[config.mk]
export PLATFORM = sky130hd
export DESIGN_NAME = sic_i2c_slave
export DESIGN_NICKNAME = d
export VERILOG_FILES = /design/src/pkg/sic_pkg.sv /design/src/design/sic_crc16.sv /design/src/design/sic_i2c_slave.sv
export VERILOG_INCLUDE_DIRS = /design/src /design/src/pkg
export SDC_FILE = /design/constraint.sdc
export NUM_CORES = 1
export LEC_CHECK = 0
export ABC_AREA = 1
export BUFFER_PORTS_ARGS = -buffer_cell sky130_fd_sc_hd__buf_2
export CORE_ASPECT_RATIO = 2
export CORE_MARGIN = 5
export CORE_UTILIZATION = 32
export DETAILED_ROUTE_END_ITERATION = 12
export PLACE_DENSITY = 0.54
export SLEW_MARGIN = 30
export SYNTH_ARGS = -nofsm -noshare
export SYNTH_HDL_FRONTEND = slang
export SYNTH_HIERARCHICAL = 1
export SYNTH_SLANG_ARGS = --single-unit
[constraint.sdc]
create_clock -name i_clk -period 7.1 [get_ports i_clk]
set_input_delay 0 -clock i_clk [delete_from_list [all_inputs] [get_ports i_clk]]
set_output_delay 0 -clock i_clk [all_outputs]
set_load 0.01 [all_outputs]
[src/pkg/sic_map.svh]
// Constants of the switch I2C command slave, with its contract list
// Contract
// - Default slave address is 0x73
// - Address in upper seven bits, LSB direction
// - Device never starts a bus transfer
// - Device acks each write byte, then releases
// - Frame: address, command, data, two CRC
// - Read reply: echoed command, data, CRC
// - Error reply: command plus 0x80, code
// - Check bytes are ModBus CRC16 incl address
// - Command 0x37 changes the slave address
// - Master acks reply bytes except last
// - Every command gets a reply
`ifndef SIC_MAP_SVH
`define SIC_MAP_SVH
// ----------------------------------------------------------------------
// Addresses and codes
// ----------------------------------------------------------------------
`define SIC_DEF_ADDR 7'h73
`define SIC_CMD_SETADDR 8'h37
`define SIC_ERR_FLAG 8'h80
`define SIC_EXC_CRC 8'h03
`define SIC_IDLE_BYTE 8'hff
// ----------------------------------------------------------------------
// Frame layout and checksum
// ----------------------------------------------------------------------
`define SIC_MIN_FRAME 8'h03
`define SIC_ARG_FRAME 8'h04
`define SIC_CRC_INIT 16'hffff
`define SIC_CRC_POLY 16'ha001
`define SIC_BYTE_BITS 4'h8
`endif

[src/pkg/sic_pkg.sv]
// Types shared by the switch I2C command slave
`default_nettype none
package sic_pkg;
    // Bus-side sequencer states
    typedef enum logic [2:0] {
        ST_IDLE = 3'b000,
        ST_ADDR = 3'b001,
        ST_ACK = 3'b010,
        ST_WR = 3'b011,
        ST_RD = 3'b100,
        ST_MACK = 3'b101
    } sic_state_type;
endpackage : sic_pkg
`default_nettype wire

[src/design/sic_crc16.sv]
// Byte-wide ModBus CRC16 accumulator
`include "sic_map.svh"
`default_nettype none
module sic_crc16 (
    input wire logic i_clk,
    input wire logic i_rst,
    input wire logic i_init,
    input wire logic i_feed,
    input wire logic [7:0] i_byte,
    output logic [15:0] o_crc
);
    // ------------------------------------------------------------------
    // One byte per cycle, LSB first, reflected polynomial
    // ------------------------------------------------------------------
    logic [15:0] crc_d;
    always_comb begin
        crc_d = o_crc ^ {8'h00, i_byte};
        for (int i = 0; i < 8; i++) begin
            crc_d = crc_d[0] ? ((crc_d >> 1) ^ `SIC_CRC_POLY) : (crc_d >> 1);
        end
    end
    // Init wins: a frame restarts at every START
    always_ff @(posedge i_clk) begin
        if (i_rst || i_init) begin
            o_crc <= `SIC_CRC_INIT;
        end else if (i_feed) begin
            o_crc <= crc_d;
        end
    end
endmodule : sic_crc16
`default_nettype wire

[src/design/sic_i2c_slave.sv]
// I2C command slave: frame receive, CRC check, reply transmit
`include "sic_map.svh"
`default_nettype none
module sic_i2c_slave import sic_pkg::*; #(
    parameter logic [6:0] P_DEFAULT_ADDR = `SIC_DEF_ADDR
) (
    input wire logic i_clk,
    input wire logic i_rst,
    input wire logic i_scl,            // Bus clock pin, from the master
    input wire logic i_sda,            // Bus data pin level
    output logic o_sda_o,              // Data driven, always low
    output logic o_sda_oe,             // High while pulling SDA low
    output logic o_wr_valid,           // Pulse per byte after address
    output logic [7:0] o_wr_byte,      // Byte received
    output logic o_frame_ok,           // Pulse: write frame, CRC good
    output logic o_frame_bad,          // Pulse: write frame, CRC bad
    output logic [7:0] o_cmd_code,     // Last command code
    output logic [6:0] o_addr,         // Address now answered
    output logic [7:0] o_rsp_idx,      // Reply data index wanted
    input wire logic [7:0] i_rsp_len,  // Reply bytes after code
    input wire logic [7:0] i_rsp_byte, // Reply byte at o_rsp_idx
    input wire logic i_rsp_err,        // Reply is an error reply
    input wire logic [7:0] i_rsp_exc   // Exception code, 1 to 127
);
    // ------------------------------------------------------------------
    // Elaboration check
    // ------------------------------------------------------------------
    // Address zero is the general call and cannot be ours
    if (P_DEFAULT_ADDR == 7'h00) begin : g_bad_addr
        $error("default slave address must not be zero");
    end
    // ------------------------------------------------------------------
    // Pin synchronisers and bus condition detect
    // ------------------------------------------------------------------
    logic [1:0] scl_s_q; // Two-stage synchroniser, SCL
    logic [1:0] sda_s_q; // Two-stage synchroniser, SDA
    logic scl_p_q;       // Previous synchronised SCL
    logic sda_p_q;       // Previous synchronised SDA
    always_ff @(posedge i_clk) begin
        scl_s_q <= {scl_s_q[0], i_scl};
        sda_s_q <= {sda_s_q[0], i_sda};
        scl_p_q <= scl_s_q[1];
        sda_p_q <= sda_s_q[1];
    end
    wire scl = scl_s_q[1];
    wire sda = sda_s_q[1];
    wire scl_rise = scl & ~scl_p_q;
    wire scl_fall = ~scl & scl_p_q;
    // SDA moving while SCL stays high marks START or STOP
    wire start = scl & scl_p_q & sda_p_q & ~sda;
    wire stop = scl & scl_p_q & ~sda_p_q & sda;
    wire busc = start | stop;
    // ------------------------------------------------------------------
    // State registers
    // ------------------------------------------------------------------
    sic_state_type state_q, state_d;
    logic [3:0] bit_q, bit_d;        // Bits moved in this byte
    logic [7:0] sh_q, sh_d;          // Shift register, MSB first
    logic rw_q, rw_d;                // Direction of this transfer
    logic wr_act_q, wr_act_d;        // A write frame is open
    logic [7:0] wr_idx_q, wr_idx_d;  // Bytes after address, saturates
    logic [8:0] rd_idx_q, rd_idx_d;  // Reply bytes already loaded
    logic ack_q, ack_d;              // Master acked the last reply byte
    logic [7:0] cmd_q, cmd_d;        // Command code byte
    logic [7:0] arg_q, arg_d;        // First byte after the code
    logic [6:0] addr_q, addr_d;      // Live slave address
    logic fail_q, fail_d;            // Last frame failed its check
    logic oe_d, wrv_d, ok_d, bad_d;
    logic feed;                      // Byte into the checksum
    logic [7:0] feed_byte;
    logic [15:0] crc;                // Running checksum
    // ------------------------------------------------------------------
    // Checksum over the whole frame, address byte included
    // ------------------------------------------------------------------
    sic_crc16 u_crc (
        .i_clk(i_clk),
        .i_rst(i_rst),
        .i_init(start),
        .i_feed(feed),
        .i_byte(feed_byte),
        .o_crc(crc)
    );
    // ------------------------------------------------------------------
    // Reply byte selection
    // ------------------------------------------------------------------
    wire rsp_err = fail_q | i_rsp_err;
    wire [7:0] exc = fail_q ? `SIC_EXC_CRC : i_rsp_exc;
    // An error reply always carries exactly one byte after the code
    wire [8:0] body_n = rsp_err ? 9'h001 : {1'b0, i_rsp_len};
    wire [7:0] code_b = rsp_err ? (cmd_q | `SIC_ERR_FLAG) : cmd_q;
    wire is_code = (rd_idx_q == 9'h000);
    wire is_body = ~is_code & (rd_idx_q <= body_n);
    wire is_crc_lo = (rd_idx_q == body_n + 9'h001);
    wire is_crc_hi = (rd_idx_q == body_n + 9'h002);
    // Past the trailer the bus just reads released (all ones)
    wire [7:0] tx_byte = is_code ? code_b :
                         is_body ? (rsp_err ? exc : i_rsp_byte) :
                         is_crc_lo ? crc[7:0] :
                         is_crc_hi ? crc[15:8] : `SIC_IDLE_BYTE;
    // Trailer bytes are not folded back into the sum they carry
    wire tx_feed = is_code | is_body;
    wire addr_hit = (sh_q[7:1] == addr_q);
    wire byte_end = scl_fall & (bit_q == `SIC_BYTE_BITS);
    // ------------------------------------------------------------------
    // End of write frame: judge the checksum
    // ------------------------------------------------------------------
    wire frame_end = busc & wr_act_q & (wr_idx_q != 8'h00);
    // Residue over data plus its own CRC is zero when intact
    wire frame_good = (wr_idx_q >= `SIC_MIN_FRAME) & (crc == 16'h0000);
    wire set_addr = frame_good & (cmd_q == `SIC_CMD_SETADDR) &
                    (wr_idx_q >= `SIC_ARG_FRAME) & (arg_q[6:0] != 7'h00);
    // ------------------------------------------------------------------
    // Sequencer next state
    // ------------------------------------------------------------------
    always_comb begin
        state_d = state_q;
        bit_d = bit_q;
        sh_d = sh_q;
        rw_d = rw_q;
        wr_act_d = wr_act_q;
        wr_idx_d = wr_idx_q;
        rd_idx_d = rd_idx_q;
        ack_d = ack_q;
        cmd_d = cmd_q;
        arg_d = arg_q;
        addr_d = addr_q;
        fail_d = fail_q;
        oe_d = o_sda_oe;
        wrv_d = 1'b0;
        ok_d = 1'b0;
        bad_d = 1'b0;
        feed = 1'b0;
        feed_byte = sh_q;
        // Every write frame with at least one byte after the address gets a verdict before anything else
        if (frame_end) begin
            ok_d = frame_good;
            bad_d = ~frame_good;
            fail_d = ~frame_good;
            if (set_addr) begin
                addr_d = arg_q[6:0];
            end
        end
        if (start) begin
            // Only ever follows the master; nothing here starts a transfer
            state_d = ST_ADDR;
            bit_d = 4'h0;
            oe_d = 1'b0;
            wr_act_d = 1'b0;
        end else if (stop) begin
            state_d = ST_IDLE;
            oe_d = 1'b0;
            wr_act_d = 1'b0;
        end else begin
            case (state_q)
                ST_IDLE: begin
                    oe_d = 1'b0;
                end
                ST_ADDR: begin
                    if (scl_rise) begin
                        sh_d = {sh_q[6:0], sda};
                        bit_d = bit_q + 4'h1;
                    end else if (byte_end) begin
                        if (addr_hit) begin
                            oe_d = 1'b1;
                            state_d = ST_ACK;
                            rw_d = sh_q[0];
                            wr_act_d = ~sh_q[0];
                            wr_idx_d = 8'h00;
                            rd_idx_d = 9'h000;
                            feed = 1'b1;
                        end else begin
                            state_d = ST_IDLE;
                        end
                    end
                end
                ST_ACK: begin
                    if (scl_fall) begin
                        bit_d = 4'h0;
                        if (rw_q) begin
                            // Reply byte goes out as the ack clock ends
                            sh_d = tx_byte;
                            oe_d = ~tx_byte[7];
                            feed = tx_feed;
                            feed_byte = tx_byte;
                            rd_idx_d = rd_idx_q + 9'h001;
                            state_d = ST_RD;
                        end else begin
                            oe_d = 1'b0;
                            state_d = ST_WR;
                        end
                    end
                end
                ST_WR: begin
                    if (scl_rise) begin
                        sh_d = {sh_q[6:0], sda};
                        bit_d = bit_q + 4'h1;
                    end else if (byte_end) begin
                        oe_d = 1'b1;
                        state_d = ST_ACK;
                        wrv_d = 1'b1;
                        feed = 1'b1;
                        if (wr_idx_q == 8'h00) begin
                            cmd_d = sh_q;
                        end
                        if (wr_idx_q == 8'h01) begin
                            arg_d = sh_q;
                        end
                        if (wr_idx_q != 8'hff) begin
                            wr_idx_d = wr_idx_q + 8'h01;
                        end
                    end
                end
                ST_RD: begin
                    if (scl_rise) begin
                        bit_d = bit_q + 4'h1;
                    end else if (byte_end) begin
                        oe_d = 1'b0;
                        state_d = ST_MACK;
                    end else if (scl_fall) begin
                        sh_d = {sh_q[6:0], 1'b1};
                        oe_d = ~sh_q[6];
                    end
                end
                ST_MACK: begin
                    if (scl_rise) begin
                        ack_d = ~sda;
                    end else if (scl_fall) begin
                        // Master left SDA high: it wants no more
                        state_d = ack_q ? ST_ACK : ST_IDLE;
                        oe_d = 1'b0;
                    end
                end
                default: begin
                    state_d = ST_IDLE;
                    oe_d = 1'b0;
                end
            endcase
        end
        // MACK falls straight into a reply load, skipping the ACK state
        if (state_q == ST_MACK && scl_fall && ack_q && !busc) begin
            bit_d = 4'h0;
            sh_d = tx_byte;
            oe_d = ~tx_byte[7];
            feed = tx_feed;
            feed_byte = tx_byte;
            rd_idx_d = rd_idx_q + 9'h001;
            state_d = ST_RD;
        end
    end
    // ------------------------------------------------------------------
    // Register update
    // ------------------------------------------------------------------
    always_ff @(posedge i_clk) begin
        if (i_rst) begin
            state_q <= ST_IDLE;
            bit_q <= 4'h0;
            sh_q <= 8'h00;
            rw_q <= 1'b0;
            wr_act_q <= 1'b0;
            wr_idx_q <= 8'h00;
            rd_idx_q <= 9'h000;
            ack_q <= 1'b0;
            cmd_q <= 8'h00;
            arg_q <= 8'h00;
            fail_q <= 1'b0;
        end else begin
            state_q <= state_d;
            bit_q <= bit_d;
            sh_q <= sh_d;
            rw_q <= rw_d;
            wr_act_q <= wr_act_d;
            wr_idx_q <= wr_idx_d;
            rd_idx_q <= rd_idx_d;
            ack_q <= ack_d;
            cmd_q <= cmd_d;
            arg_q <= arg_d;
            fail_q <= fail_d;
        end
    end
    // Address survives only until reset; a stored default is the parameter
    always_ff @(posedge i_clk) begin
        if (i_rst) begin
            addr_q <= P_DEFAULT_ADDR;
        end else begin
            addr_q <= addr_d;
        end
    end
    // Outputs, all registered
    always_ff @(posedge i_clk) begin
        if (i_rst) begin
            o_sda_o <= 1'b0;
            o_sda_oe <= 1'b0;
            o_wr_valid <= 1'b0;
            o_wr_byte <= 8'h00;
            o_frame_ok <= 1'b0;
            o_frame_bad <= 1'b0;
            o_rsp_idx <= 8'h00;
        end else begin
            o_sda_o <= 1'b0;
            o_sda_oe <= oe_d;
            o_wr_valid <= wrv_d;
            o_wr_byte <= wrv_d ? sh_q : o_wr_byte;
            o_frame_ok <= ok_d;
            o_frame_bad <= bad_d;
            o_rsp_idx <= rd_idx_d[7:0] - 8'h01;
        end
    end
    assign o_cmd_code = cmd_q;
    assign o_addr = addr_q;
endmodule : sic_i2c_slave
`default_nettype wire

=== After elaboration in Yosys (flattened, before gate mapping) ===
Index checks and enable logic that the tools add are counted.

* Add/sub/neg operators: 6
* Order comparisons: 3
* Equal/unequal tests: 57
* Muxes and demuxes: 95
* Bitwise logic cells: 41
* Reduce and logical (&&, ||, !) cells: 36

{| class="wikitable"
|+ Operators by type and width
! cell !! number
|-
| two-way mux 8 bit || 27
|-
| two-way mux 16 bit || 8
|-
| two-way mux 9 bit || 8
|-
| != test 4 bit, second input constant || 10
|-
| != test 5 bit, second input constant || 8
|-
| AND reduction 10 bit || 4
|-
| two-way mux 3 bit || 13
|-
| two-way mux 1 bit || 28
|-
| != test 3 bit, second input constant || 9
|-
| NOT 2 -> 3 bit || 8
|-
| one-hot mux 8 bit (3 select lines) || 1
|-
| != test 2 bit, second input constant || 11
|-
| equality test 9 bit || 2
|-
| one-hot mux 3 bit (6 select lines) || 1
|-
| one-hot mux 9 bit (2 select lines) || 1
|-
| AND reduction 6 bit || 3
|-
| logical NOT 16 bit || 1
|-
| one-hot mux 8 bit (2 select lines) || 1
|-
| bitwise XOR 16 x 8 -> 16 bit || 1
|-
| AND 1 bit || 15
|-
| NOT 1 bit || 14
|-
| AND reduction 4 bit || 3
|-
| != test 5 x 4 -> 1 bit, second input constant || 2
|-
| adder 8 x 1 -> 9 bit, second input constant || 1
|-
| 43 further kinds || 58
|}

* Register bits after elaboration: 100
* Input port bits: 29
* Output and inout bits: 36

=== Logic depth before layout (Yosys ltp) ===
* Word-level depth: 31
* Mapped depth: 36
* Gate-level depth less buffers: 34

=== Hierarchy ===
Netlist, hierarchy kept.

{| class="wikitable"
|+ By module, submodules not included
! module !! instances !! cells an instance !! area an instance (µm²)
|-
| sic_i2c_slave || 1 || 808 || 5400.2
|-
| sic_crc16 || 1 || 150 || 1064.8
|}

=== Worst setup path before layout ===
Ideal clock, no wire load.

* Kind: flip-flop to flip-flop
* From: register fail_q
* To: register u_crc.o_crc[0]
* Library setup time: 116 ps
* Arrival time: 3481 ps
* Path slack: 3503 ps
* Cell stages (with the launch flop): 33
* Path buffers: 2
* Period minus slack after synthesis: 3597 ps
* Path through: dfxtp_1 -> nor2_4 -> buf_6 -> nand2_1 -> ha_1 -> xor2_1 -> nor2_1 -> nand2_1 -> nor2_1 -> nand3_1 -> nor2_1 -> nand2_2 -> buf_6 -> nand3_1 -> o211ai_1 -> o211ai_1 -> o21ai_1 -> o21ai_1 -> inv_1 -> nand2_1 -> nand2_2 -> nand2_2 -> nand2_4 -> inv_4 -> nand2_4 -> nand2_4 -> nand2_4 -> nand3_1 -> nand3_2 -> nand3_1 -> nand3_1 -> nand3_1 -> nand2_1

* Elaborated cells between the ends (all ways): 44
* Those cells by class: add/sub: 2; order compare: 1; eq/ne: 2; mux: 28; bitwise: 11

{| class="wikitable"
|+ RTL lines
! what !! RTL line !! RTL
|-
| start, declared || sic_i2c_slave.sv:67 || <nowiki>logic fail_q, fail_d;</nowiki>
|-
| start signal, assigned || sic_i2c_slave.sv:277 || <nowiki>fail_q <= fail_d;</nowiki>
|-
| bitwise OR 1 bit || sic_i2c_slave.sv:86 || <nowiki>wire rsp_err = fail_q | i_rsp_err;</nowiki>
|-
| two-way mux 8 bit || sic_i2c_slave.sv:89 || <nowiki>wire [8:0] body_n = rsp_err ? 9'h001 : {1'b0, i_rsp_len};</nowiki>
|-
| adder 8 x 2 -> 9 bit || sic_i2c_slave.sv:94 || <nowiki>wire is_crc_hi = (rd_idx_q == body_n + 9'h002);</nowiki>
|-
| equality test 9 bit || sic_i2c_slave.sv:94 ||
|-
| two-way mux 8 bit (no source line) (2 in a row) || n/a ||
|-
| two-way mux 8 bit (no source line) * (2 in a row) || n/a ||
|-
| two-way mux 8 bit || n/a ||
|-
| two-way mux 8 bit || sic_i2c_slave.sv:177 || <nowiki>if (scl_fall) begin</nowiki>
|-
| two-way mux 8 bit || sic_i2c_slave.sv:154 || <nowiki>case (state_q)</nowiki>
|-
| two-way mux 8 bit || sic_i2c_slave.sv:149 || <nowiki>end else if (stop) begin</nowiki>
|-
| two-way mux 8 bit || sic_i2c_slave.sv:143 || <nowiki>if (start) begin</nowiki>
|-
| two-way mux 8 bit * || sic_i2c_slave.sv:240 || <nowiki>if (state_q == ST_MACK && scl_fall && ack_q && !busc) begin</nowiki>
|-
| net feed_byte[0] || sic_i2c_slave.sv:70 || <nowiki>logic [7:0] feed_byte;</nowiki>
|-
| bitwise XOR 16 x 8 -> 16 bit * || sic_crc16.sv:17 || <nowiki>crc_d = o_crc ^ {8'h00, i_byte};</nowiki>
|-
| two-way mux 16 bit * (8 in a row) || sic_crc16.sv:19 || <nowiki>crc_d = crc_d[0] ? ((crc_d >> 1) ^ `SIC_CRC_POLY) : (crc_d >> 1);</nowiki>
|-
| end signal, assigned || sic_crc16.sv:25 || <nowiki>o_crc <= `SIC_CRC_INIT;</nowiki>
|-
| end signal, assigned || sic_crc16.sv:27 || <nowiki>o_crc <= crc_d;</nowiki>
|-
| end, declared || sic_crc16.sv:10 || <nowiki>output logic [15:0] o_crc</nowiki>
|}

The timed path passes the listed nets; every way through them passes the cells marked *.
A chain may end at the register's enable or synchronous reset.

=== Final worst setup path ===
* From: register fail_q
* To: register u_crc.o_crc[13]

* Elaborated cells between the ends (all ways): 45
* Those cells by class: add/sub: 2; order compare: 1; eq/ne: 2; mux: 28; bitwise: 12

{| class="wikitable"
|+ RTL lines
! what !! RTL line
|-
| bitwise OR 1 bit || sic_i2c_slave.sv:86
|-
| two-way mux 8 bit || sic_i2c_slave.sv:89
|-
| adder 8 x 2 -> 9 bit || sic_i2c_slave.sv:94
|-
| equality test 9 bit || sic_i2c_slave.sv:94
|-
| two-way mux 8 bit (no source line) (2 in a row) || n/a
|-
| two-way mux 8 bit (no source line) * (2 in a row) || n/a
|-
| two-way mux 8 bit || n/a
|-
| two-way mux 8 bit || sic_i2c_slave.sv:177
|-
| two-way mux 8 bit || sic_i2c_slave.sv:154
|-
| two-way mux 8 bit || sic_i2c_slave.sv:149
|-
| two-way mux 8 bit || sic_i2c_slave.sv:143
|-
| two-way mux 8 bit * || sic_i2c_slave.sv:240
|-
| net feed_byte[0] || sic_i2c_slave.sv:70
|-
| bitwise XOR 16 x 8 -> 16 bit * || sic_crc16.sv:17
|-
| two-way mux 16 bit * (7 in a row) || sic_crc16.sv:19
|-
| NOT 2 -> 3 bit (no source line) || n/a
|-
| two-way mux 16 bit * || sic_crc16.sv:19
|}

Marks and branches as above.

==> results.md <==
- Commonest non-fill, non-tap cell in the layout: nand2_1
- Setup-failing EPs final: 0
- Syn Inst Count: between 900 and 1,000
- Unique cell type count in the Yosys netlist: 57
- Multiplexer share of the synthesized area: 0
- CP startpoint kind: register
- Largest net degree at the start of global routing: 48
- Syn_nets: 1,007
- Tightest Pin Transition: 0.723 ns
- Worst Hold Slack: 0.181 ns
- Htree depth: 3
- Initial DRC Count: just under 300
- CP max FO: 23
- Pins Over Slew Limit: 0
- DR pass1 iterations: 5
- Worst R2R Path Depth: 31
- Setup TNS: 0 ns
- # diodes: 0
- Post-synthesis average cell area: 6.75 um2
- Max Clk Rate: approximately 0.22 GHz
- PwrDens: 211 mW/mm2
- Worst-Skew Late Latency: between 0.3 and 0.4 ns
- Core Rows: 73
- HPWL Detailed: 16.7 mm
- GPL Wtd Cong: 0.925
- Die extent in y: 211 um
- Period minus WS final: about 4.6 ns
- Initial antenna violation count: 0
- Hold Startpoint: i_rst
- Synth Register Bits: 100
- Post-Synth Simple-Gate Area: 0.335
- RSZ-0062 raised after global routing: false
- Status: finished clean
- Slowest stage delay, CP: 0.51 ns
- Vias in the first global route: 6,328
- Static leakage: ~0.0032 uW
- Post-layout util: 0.364
- Hold Crit Class: in -> reg
- Core Area: 0.0199 mm2
- R2r endpoint: u_crc/o_crc[13]
- Final total power: 1530 uW
- Critical path endpoint category: register
- Vias: ~6,400
- CTS tree: yes
- Die width: ~110 um
- Synthesized cell area: 0.00646 mm2
- Gr usage total: 0.179
- Detailed Route WL: 20.6 mm
- Worst r2r src: fail_q
- Clock skew: 0.00582 ns
- Ys Warns: 6
- DRC violations left: 0
- Final period util: 0.646
- Adder-cell share of the synthesized area: 0.0387
- Post-synthesis compound-gate area fraction: 0.186
- Ports: 65
- Most frequent cells in the layout: 202 x nand2_1, 100 x nor2_1, 100 x dfxtp_1
- CTS Buffer Depth: 2
- Largest family of logic cells by synthesized area: simple AND/OR/NAND/NOR gates
- Root buffer cell: clkbuf_16
- WHS Endpoint: rd_idx_q[5]
- Seq/Total Area, Yosys: 0.310
- Crit path DAT: 4.84 ns
- Nets@finish: ~1,100
- Req. time, crit path: roughly 7.4 ns
- Final Hold Viols: 0
- Max_slew headroom: 0.517
- Xor/xnor share of the synthesized area: 0.0298
- CTS resizes: 0
- Port Buffers: 63
- Gr ovfl total: 0
- Slowest cell on the critical path: nor2_4
- Vias/cell: 5.03
- Die area: ~0.023 mm2
- DRT antenna net count: 0
- Starting density of the core: 0.325
- Hold depth: 3
- First-pass GRT wire length: 33.1 mm
- WL/cell: 16.2 um
- Layout cells sized above 1: 0.169
- Fillers: 2,227
- VDD IR max: about 0.09 mV
- CTS buffer count: 9
- Worst reg2reg setup slack: 2.51 ns
- Max Cap Viol: 0
- Worst-path clk slew: roughly 0.070 ns
- Syn-to-layout area delta: 12.1%
- CTS Sinks: 100
- WS Path Type: reg -> reg
[worst max-delay path: cells and delay by family, from the launching register on]
family	cells	cell delay, ns
fa+ha+maj	1	0.27
compound gates	4	0.59
simple gates	23	2.93
flops	1	0.36
buf+inv	3	0.29
[cells in the mapped netlist (all sizes together)]
master     n  area, um2
a21boi     1       11.3
nand4     14        100
o22ai      5       37.5
xor2      17        149
xnor2      5       43.8
a211oi    20        150
a22oi      1       7.51
a311oi     1       8.76
clkinv     3       11.3
nor4       5       31.3
a31o       1       8.76
o2111ai    1       8.76
nor2     113        484
conb       1       3.75
o21a       2       15.0
o211ai    19        148
a21oi     72        372
nand3b     1       7.51
a31oi      2       12.5
o21ai     65        333
or4        2       15.0
and3       1       6.26
ha        20        250
nand2    230        973
nor4b      1       15.0
clkbuf    17       63.8
o221ai     1       8.76
o21bai     1       7.51
nand3     68        385
buf       16        113
inv      122        460
or2        1       6.26
a221oi     1       8.76
nor3b      4       35.0
o31ai      1       12.5
nor3      17        106
a22o       6       52.6
dfxtp    100       2000
[state kept, by name, summed over array words and instances, names as in the netlist, 2 cells and up]
| register | count |
|---|---|
| state_q | 3 |
| scl_s_q | 2 |
| o_wr_byte | 8 |
| u_crc/o_crc | 16 |
| rd_idx_q | 9 |
| wr_idx_q | 8 |
| o_cmd_code | 8 |
| arg_q | 7 |
| bit_q | 4 |
| sh_q | 8 |
| o_addr | 7 |
| sda_s_q | 2 |
| o_rsp_idx | 8 |
[worst max-delay path by stage]
stage / start / endpoint / slack, ns / cells after the start
2_1_floorplan: fail_q / u_crc/o_crc[0] / 3.50 / 32
4_1_cts: fail_q / u_crc/o_crc[13] / 2.50 / 31
5_1_grt: fail_q / u_crc/o_crc[0] / 2.00 / 31
3_3_place_gp: fail_q / u_crc/o_crc[13] / 2.65 / 31
6_report: fail_q / u_crc/o_crc[13] / 2.51 / 31
3_5_place_dp: fail_q / u_crc/o_crc[0] / 2.53 / 31
[logic make-up after synthesis]
group,after synthesis
xor gates and xnor gates,22
adders and majority gates,20
and+or+nand+nor,457
other,1
AOI/OAI and AO/OA,200
DFF,100
buffers and inverters,158
[report_power, final]
part | leakage (uW) | switching, uW | internal, uW
logic | 0.00227 | 315 | 148
clock network | 0.000120 | 223 | 234
registers | 0.000813 | 27.1 | 582
[timing repair]
| action | 4_1_cts | 5_1_grt |
|---|---|---|
| buffers inserted | 0 | 0 |
| hold endpoints to repair | 2 | 0 |
| endpoints found under the setup margin | 0 | 0 |
| hold buffers | 2 | 0 |
[layout make-up]
class	count	area, um2	area share
flip-flops and latches	100	2000	0.276
clock inverters	4	28.8	0.00397
repair buffers	70	373	0.0514
inverters	125	472	0.0651
clock buffers	10	229	0.0316
well taps	262	328	0.0452
multi-input cells	700	3820	0.527
[metrics by stage]
| stage | instance area (um2) | std cells | setup slack (ns) |
|---|---|---|---|
| final | 7250 | 1271 | 2.51 |
| after floorplan | 6460 | 958 | 3.50 |
| after global routing | 7250 | 1271 | 2.00 |
| after global placement | 6970 | 1255 | 2.65 |
| after CTS | 7250 | 1271 | 2.50 |
| after detailed placement | 6970 | 1255 | 2.53 |
[per-layer routing]
metal / GRT usage / vias up / wire length [um]
li1: - / 3257 / -
met1: 0.170 / 2889 / 7270
met3: 0.0301 / 79 / 710
met5: 0 / - / 0
met4: 0.130 / 0 / 1540
met2: 0.339 / 169 / 11100
No activity file was read; power rests on OpenSTA's default activity.
